$ cat src/design/cpu_exec_consts.vh
// Function
// - Literal load writes accumulator, flags untouched
// - Access bit 0 access bank, 1 bank select
// - Extended set, access 0, addr<=95 indexed offset
// - Literal multiply gives 16-bit product high/low
// - File multiply into product, sources unchanged
// - Multiplies never touch any status flag
// - Negate file, update N OV C DC Z
// - Relative call pushes PC+2, jumps PC+2+2n
// - Relative call two cycles, second is idle
// - Software reset restarts like master clear reset
`ifndef CPU_EXEC_CONSTS_VH
`define CPU_EXEC_CONSTS_VH
`define OPC_LOAD_LIT    8'h0E
`define OPC_MUL_LIT     8'h0D
`define OPC6_MUL_FILE   6'h00
`define OPC7_STORE      7'h37
`define OPC7_NEGATE     7'h36
`define OPC5_RELATIVE_SUBROUTINE_CALL      5'h1B
`define WORD_NOP        16'h0000
`define WORD_POP        16'h0006
`define WORD_PUSH       16'h0005
`define WORD_RESET      16'h00FF
`define OPC4_NOP_EXT    4'hF
`define INDEX_LIMIT     8'h5F
`define ACCESS_SPLIT    8'h60
`define ACCESS_HI_BANK  4'hF
`define STACK_DEPTH     31
`define STACK_PTR_W     5
`define PC_W            21
`define FLAG_N          4
`define FLAG_OV         3
`define FLAG_Z          2
`define FLAG_DC         1
`define FLAG_C          0
`define PHASE_RESET     2'd1
`define PHASE_LAST      2'd3
`endif

$ cat src/design/return_stack.v
`timescale 1ns/100ps
`include "cpu_exec_consts.vh"
module return_stack (
  // Clock and reset
  input  wire                    i_clock,
  input  wire                    i_rst,
  // Controls
  input  wire                    i_push,
  input  wire                    i_pop,
  input  wire [`PC_W-1:0]        i_data,
  // State
  output reg  [`PC_W-1:0]        o_top,
  output reg  [`STACK_PTR_W-1:0] o_ptr
);
  reg [`PC_W-1:0] mem_reg [0:`STACK_DEPTH];
  integer i;
  always @(posedge i_clock) begin
    if (i_rst) begin
      o_ptr <= {`STACK_PTR_W{1'b0}};
      o_top <= {`PC_W{1'b0}};
      for (i = 0; i <= `STACK_DEPTH; i = i + 1) begin
        mem_reg[i] <= {`PC_W{1'b0}};
      end
    end else if (i_push) begin
      // Older entries stay below; the new one becomes top
      mem_reg[o_ptr + 5'd1] <= i_data;
      o_ptr <= o_ptr + 5'd1;
      o_top <= i_data;
    end else if (i_pop) begin
      o_ptr <= o_ptr - 5'd1;
      o_top <= mem_reg[o_ptr - 5'd1];
    end
  end
endmodule

$ cat src/design/cpu_move_mul_call_exec.v
`timescale 1ns/100ps
`include "cpu_exec_consts.vh"
module cpu_move_mul_call_exec (
  // Clock and reset
  input  wire                    i_clock,
  input  wire                    i_rst,
  // Instruction stream
  input  wire                    i_instr_valid,
  input  wire [15:0]             i_instr,
  input  wire                    i_ext_enable,
  // Data memory read data for the addressed operand
  input  wire [7:0]              i_file_rdata,
  // Core state outputs
  output reg  [7:0]              o_acc,
  output reg  [7:0]              o_product_high_byte,
  output reg  [7:0]              o_product_low_byte,
  output reg  [4:0]              o_status,
  output reg  [`PC_W-1:0]        o_pc,
  output reg  [`PC_W-1:0]        o_return_stack_top,
  output reg  [`STACK_PTR_W-1:0] o_stack_ptr,
  output reg  [7:0]              o_bank_select_register,
  // Data memory access
  output reg  [11:0]             o_file_addr,
  output reg                     o_file_rd,
  output reg                     o_file_we,
  output reg  [7:0]              o_file_wdata,
  output reg                     o_indexed_mode,
  // Sequencing
  output reg  [1:0]              o_phase,
  output reg                     o_busy,
  output reg                     o_soft_reset
);

  ////////////////////////////////////////////////////////////////////
  // Instruction phase counter: four phases form one instruction cycle

  reg [1:0] phase_reg;

  reg        reset_pend_reg;
  wire       core_rst = i_rst | reset_pend_reg;

  always @(posedge i_clock) begin
    if (core_rst) begin
      phase_reg <= 2'd0;
    end else begin
      phase_reg <= phase_reg + 2'd1;
    end
  end

  ////////////////////////////////////////////////////////////////////
  // Decode

  localparam ST_RUN   = 1'b0;
  localparam ST_SLOT2 = 1'b1;
  reg state_reg;

  reg [15:0] ir_reg;
  wire [7:0] lit   = ir_reg[7:0];
  wire       acc_b = ir_reg[8];
  wire is_load  = (ir_reg[15:8] == `OPC_LOAD_LIT);
  wire is_mull  = (ir_reg[15:8] == `OPC_MUL_LIT);
  wire is_mulf  = (ir_reg[15:10] == `OPC6_MUL_FILE) &&
                  (ir_reg[9] == 1'b1);
  wire is_store = (ir_reg[15:9] == `OPC7_STORE);
  wire is_neg   = (ir_reg[15:9] == `OPC7_NEGATE);
  wire is_relative_subroutine_call = (ir_reg[15:11] == `OPC5_RELATIVE_SUBROUTINE_CALL);
  wire is_push  = (ir_reg == `WORD_PUSH);
  wire is_pop   = (ir_reg == `WORD_POP);
  wire is_reset = (ir_reg == `WORD_RESET);
  wire uses_file = is_mulf | is_store | is_neg;

  ////////////////////////////////////////////////////////////////////
  // Operand address

  reg [11:0] addr_next;
  reg        indexed_next;
  always @* begin
    indexed_next = 1'b0;
    if (acc_b) begin
      addr_next = {o_bank_select_register[3:0], lit};
    end else if (i_ext_enable && lit <= `INDEX_LIMIT) begin
      // Offset is passed raw; the address unit adds the index base
      indexed_next = 1'b1;
      addr_next = {4'h0, lit};
    end else if (lit < `ACCESS_SPLIT) begin
      addr_next = {4'h0, lit};
    end else begin
      addr_next = {`ACCESS_HI_BANK, lit};
    end
  end

  ////////////////////////////////////////////////////////////////////
  // Arithmetic

  wire [15:0] prod_lit  = o_acc * lit;
  wire [15:0] prod_file = o_acc * i_file_rdata;
  wire [8:0]  neg_sum   = {1'b0, ~i_file_rdata} + 9'h001;
  wire [4:0]  neg_nib   = {1'b0, ~i_file_rdata[3:0]} + 5'h01;
  wire [7:0]  neg_val   = neg_sum[7:0];
  wire        neg_ov    = (i_file_rdata == 8'h80);

  wire [10:0] offs   = ir_reg[10:0];
  wire [`PC_W-1:0] pc_plus2 = o_pc + 21'd2;
  wire [`PC_W-1:0] relative_subroutine_call_tgt =
    pc_plus2 + {{9{offs[10]}}, offs, 1'b0};

  reg  stk_push;
  reg  stk_pop;
  wire [`PC_W-1:0]        stk_top;
  wire [`STACK_PTR_W-1:0] stk_ptr;

  return_stack u_stack (
    .i_clock (i_clock),
    .i_rst   (core_rst),
    .i_push  (stk_push),
    .i_pop   (stk_pop),
    .i_data  (pc_plus2),
    .o_top   (stk_top),
    .o_ptr   (stk_ptr)
  );

  ////////////////////////////////////////////////////////////////////
  // Execution: Q1 latch, Q2 read, Q3 process and write, Q4 PC update

  always @* begin
    stk_push = 1'b0;
    stk_pop  = 1'b0;
    if (!core_rst && state_reg == ST_RUN) begin
      if (phase_reg == 2'd1 && (is_push || is_relative_subroutine_call)) begin
        stk_push = 1'b1;
      end
      if (phase_reg == 2'd2 && is_pop) begin
        stk_pop = 1'b1;
      end
    end
  end

  always @(posedge i_clock) begin
    if (core_rst) begin
      o_acc                  <= 8'h00;
      o_product_high_byte    <= 8'h00;
      o_product_low_byte     <= 8'h00;
      o_status               <= 5'h00;
      o_pc                   <= {`PC_W{1'b0}};
      o_bank_select_register <= 8'h00;
      o_file_addr            <= 12'h000;
      o_file_rd              <= 1'b0;
      o_file_we              <= 1'b0;
      o_file_wdata           <= 8'h00;
      o_indexed_mode         <= 1'b0;
      o_busy                 <= 1'b0;
      ir_reg                 <= `WORD_NOP;
      state_reg              <= ST_RUN;
      reset_pend_reg         <= 1'b0;
    end else begin
      o_file_we <= 1'b0;
      o_file_rd <= 1'b0;
      case (phase_reg)
        2'd0: begin
          if (state_reg == ST_RUN && i_instr_valid) begin
            ir_reg <= i_instr;
          end else begin
            ir_reg <= `WORD_NOP;
          end
        end
        `PHASE_RESET: begin
          if (state_reg == ST_RUN && is_reset) begin
            reset_pend_reg <= 1'b1;
          end
          if (uses_file) begin
            o_file_addr    <= addr_next;
            o_indexed_mode <= indexed_next;
            // Every file operand is read in Q2, the store included
            o_file_rd      <= 1'b1;
          end
        end
        2'd2: begin
          if (state_reg == ST_RUN) begin
            if (is_load) begin
              o_acc <= lit;
            end
            if (is_mull) begin
              o_product_high_byte <= prod_lit[15:8];
              o_product_low_byte  <= prod_lit[7:0];
            end
            if (is_mulf) begin
              o_product_high_byte <= prod_file[15:8];
              o_product_low_byte  <= prod_file[7:0];
            end
            if (is_store) begin
              o_file_wdata <= o_acc;
              o_file_we    <= 1'b1;
            end
            if (is_neg) begin
              o_file_wdata <= neg_val;
              o_file_we    <= 1'b1;
              o_status[`FLAG_N]  <= neg_val[7];
              o_status[`FLAG_OV] <= neg_ov;
              o_status[`FLAG_Z]  <= (neg_val == 8'h00);
              o_status[`FLAG_DC] <= neg_nib[4];
              o_status[`FLAG_C]  <= neg_sum[8];
            end
          end
        end
        default: begin
          if (state_reg == ST_SLOT2) begin
            state_reg <= ST_RUN;
            o_busy    <= 1'b0;
            o_pc      <= o_pc;
          end else if (is_relative_subroutine_call) begin
            o_pc      <= relative_subroutine_call_tgt;
            state_reg <= ST_SLOT2;
            o_busy    <= 1'b1;
          end else if (i_instr_valid || ir_reg != `WORD_NOP) begin
            o_pc <= pc_plus2;
          end
        end
      endcase
    end
  end

  always @(posedge i_clock) begin
    if (i_rst) begin
      o_phase            <= 2'd0;
      o_return_stack_top <= {`PC_W{1'b0}};
      o_stack_ptr        <= {`STACK_PTR_W{1'b0}};
      o_soft_reset       <= 1'b0;
    end else begin
      o_phase            <= phase_reg;
      o_return_stack_top <= stk_top;
      o_stack_ptr        <= stk_ptr;
      o_soft_reset       <= reset_pend_reg;
    end
  end

endmodule

$ cat config.mk
export PLATFORM = sky130hd
export DESIGN_NAME = cpu_move_mul_call_exec
export DESIGN_NICKNAME = d
export VERILOG_FILES = /design/src/design/return_stack.v /design/src/design/cpu_move_mul_call_exec.v
export VERILOG_INCLUDE_DIRS = /design/src /design/src/design
export SDC_FILE = /design/constraint.sdc
export NUM_CORES = 2
export LEC_CHECK = 0
export BUFFER_PORTS_ARGS = -buffer_cell sky130_fd_sc_hd__buf_2
export CORE_MARGIN = 10
export CORE_UTILIZATION = 55
export CTS_CLUSTER_DIAMETER = 40
export DETAILED_ROUTE_END_ITERATION = 16
export PLACE_DENSITY = 0.69
export SLEW_MARGIN = 15
export SYNTH_ARGS = -nofsm -noshare
export SYNTH_HDL_FRONTEND = slang
export SYNTH_HIERARCHICAL = 1
export SYNTH_SLANG_ARGS = --single-unit
$ cat constraint.sdc
create_clock -name i_clock -period 5 [get_ports i_clock]
set_input_delay 0.25 -clock i_clock [delete_from_list [all_inputs] [get_ports i_clock]]
set_output_delay 0.25 -clock i_clock [all_outputs]
set_load 0.01 [all_outputs]
==> run metrics <==
Inserted Clock Buffers 114; CP peak stage delay 0.54 ns; fin crit share 94.6%; I/O pin cnt 139; Bufs on Longest Clock Path 3; RePlAce Congestion 0.893; Initial Util 55.6%; Max Cap Viol 0; worst-path cell chain buf_4 -> and2_1 -> fa_1 -> fa_1 -> fa_1 -> inv_1 -> fa_1 -> inv_1 -> ha_1 -> or3_1 -> nor2_1 -> a211oi_2 -> o21ai_1 -> mux2_2 -> a311oi_1; multi-input logic area 17400 sq um; Port Buf Inserts 129; die footprint 88600 sq um; fin crit period 4.73 ns; initial DRC count 3389; Die X-Extent 298 um; sequential power share 47.2%; max reg flops 672; final core occ 62.8%; Die Span Y 298 um; Final setup viols 0; final hold violation count 0; Hold WC Path Type input pin to register; max frequency 0.211 GHz; Syn-to-layout area delta 12.8%; Hold WS 0.131 ns; number of remaining DRC errors 0; Overall Global Routing Usage 27.3%; WS Path Type register to register; combinational power share 3.8%; post-synthesis area per instance 11.8 sq um; reg-to-reg critical path endpoint o_product_high_byte[7]; Total Nets Final 3808; clock skew 0.0285 ns; drt total wl 123000 um; R2R Path Start o_acc[2]; switching share of total power 23.3%; biggest area consumer among synthesized cells edfxtp_1; Pleak 17.2 nW; crit path max fanout 14; setup_tns 0 ns; end of the worst hold path o_status[3]; fraction of layout cells with a size suffix above 1 17.6%; Register Area 23100 sq um; ys async rst share 0%; Hold Path Cell Cnt 4; ANT nets after route 0; Vias/cell 6.40; ys flop type edfxtp_1; core area 76200 sq um; Root Driver clkbuf_16; clock network fraction of total power 49.1%; CP Launch Type register; pre-CTS WS 0.0439 ns; clock sink count 817; overall power 0.0162 W; routed len/inst 26.0 um; largest cells by area after synthesis edfxtp_1 (48%), nor3_1 (8.0%), mux4_2 (7.8%); initial antenna violation count 1; Adder-Cell Fraction of Synth Area 6.49%; largest net degree at the start of global routing 128; first-pass GRT wire length 188000 um; synth unique cells 77; Pins Over Slew Limit 0; Post-synth EDFFs 672; final worst setup slack 0.270 ns; power per cell area 339 nW/um^2; Mapped Cells 3602; CP arrival 5.31 ns; area share of the largest cell type after synthesis 47.6%; CP required 5.58 ns; htree depth 3; Critical Path Sink Type register; internal power 0.0124 W; main combinational cell family by area after synthesis simple AND/OR/NAND/NOR gates; later-pin clock latency in the skew report 0.69 ns; TritonCTS clock tree built; GR Overflow Total 0; Rel. slew slack 27.3%; status finished, final reports clean; Filler Cells Inserted 5842; worst vdd ir 288 uV; yosys warns 6; Hold Crit Start i_file_rdata[2]; post-synthesis register bit count 817; detailed placement HPWL 79100 um; mux share of post-synthesis cell area 10.0%; Synth Area in Simple Gates 16.9%; DRT Pass-1 Iters 6; cell area after technology mapping 42400 sq um; post-synthesis compound-gate area fraction 5.92%; standard-cell rows 101; Synth Area in XOR/XNOR 1.20%; Reg clk slew, reported paths 0.05 ns; post-synthesis sequential area ratio 54.4%; Slowest cell on crit path fa_1; Vias 30300; RSZ-0062 raised after global routing no; worst r2r path cells 15; Sw Pwr 0.00378 W; slew of the pin with the lowest slew margin 1.09 ns; R2R Setup Slk 0.27 ns; vias in the first global route 30000; Most Frequent Cell on Critical Path fa_1
## worst max-delay path by stage
stage,to,slack (ns),cells after the start,from
after floorplan,o_product_high_byte[7],0.36,16,o_acc[0]
after global placement,o_product_high_byte[7],0.17,15,o_acc[4]
after detailed placement,o_product_high_byte[7],0.04,15,o_acc[4]
after CTS,o_product_high_byte[7],0.01,15,o_acc[4]
after global routing,o_product_high_byte[7],0.01,15,o_acc[0]
final,o_product_high_byte[7],0.27,15,o_acc[2]
## metal layers
metal	track usage, %	vias up	wire length, um
met1	37.3	15100	49500
met3	5.78	254	12200
met5	0	-	13
met4	10.1	2	4380
li1	-	13300	-
met2	42.7	1673	57300
## through the flow
stage | std cells | cell area [sq um]
final | 4737 | 47800
after global routing | 4735 | 47800
after CTS | 4735 | 47800
after floorplan | 3612 | 42400
after detailed placement | 4499 | 43800
after global placement | 4499 | 43800
## synthesized netlist by cell type, types with 12 or more instances
library cell and n:
a211oi_1 33, a21oi_1 104, a31oi_1 12, and2_1 153, buf_1 55, buf_2 47
buf_4 24, clkbuf_1 242, dfxtp_1 145, edfxtp_1 672, fa_1 73, ha_1 103
inv_1 139, mux2i_1 85, mux4_2 147, nand2_1 154, nand3_1 36, nand4_1 17
nor2_1 207, nor2b_1 71, nor3_1 675, nor4_1 26, o21ai_0 75, o21bai_1 27
o221ai_1 20, o32a_1 21, or2_2 30, xnor2_1 36, xor2_1 22
## area by class of cell
| type | instances | share of cell area, % |
|---|---|---|
| sequential | 817 | 48.3 |
| multi-input combinational | 2280 | 36.5 |
| clock buffer | 131 | 6.14 |
| timing repair buffer | 250 | 3.48 |
| tap | 1030 | 2.70 |
| clock inverter | 86 | 1.80 |
| inverter | 141 | 1.11 |
| antenna | 2 | 0.0105 |
## cells in the final DEF, fill, tap and decap left out, types with 34 or more instances in the layout
master,netlist,layout
and2_1,153,153
a21oi_1,104,101
nand2_1,154,150
xnor2_1,36,34
inv_1,139,137
clkbuf_16,0,114
fa_1,73,73
ha_1,103,102
dfxtp_1,145,139
mux4_2,147,147
o21ai_0,75,72
nor3_1,675,675
buf_2,47,129
edfxtp_1,672,672
nand3_1,36,36
nor2b_1,71,70
nor2_1,207,207
mux2i_1,85,85
buf_4,24,97
## kinds of logic after synthesis
| logic type | after synthesis |
|---|---|
| other | 1 |
| buffers and inverters | 515 |
| DFF | 817 |
| AOI/OAI and AO/OA | 377 |
| xor gates and xnor gates | 58 |
| and+or+nand+nor | 1418 |
| muxes | 240 |
| adders and majority gates | 176 |
## worst max-delay path, delay by kind of cell, from the launching register on
kind | cells | cell delay, ns
mux | 1 | 0.36
compound gates | 3 | 0.62
simple gates | 3 | 0.76
fa+ha+maj | 5 | 2.24
buf+inv | 3 | 0.31
flops | 1 | 0.35
## power groups by stage
stage | clock, W | combinational, W | sequential, W
global placement | 0 | 0.000580 | 0.00777
detailed placement | 0 | 0.000586 | 0.00779
floorplan | 0 | 0.000365 | 0.00775
global route | 0.00832 | 0.000643 | 0.00767
finish | 0.00795 | 0.000610 | 0.00765
CTS | 0.00800 | 0.000599 | 0.00765
## what timing repair did
action / 4_1_cts / 5_1_grt
hold endpoints to repair: 19 / 0
setup buffers: 0 / 0
resized for setup: 0 / 8
endpoints found under the setup margin: 0 / 4
hold buffers: 19 / 0
Power figures use the tool's default switching activity.
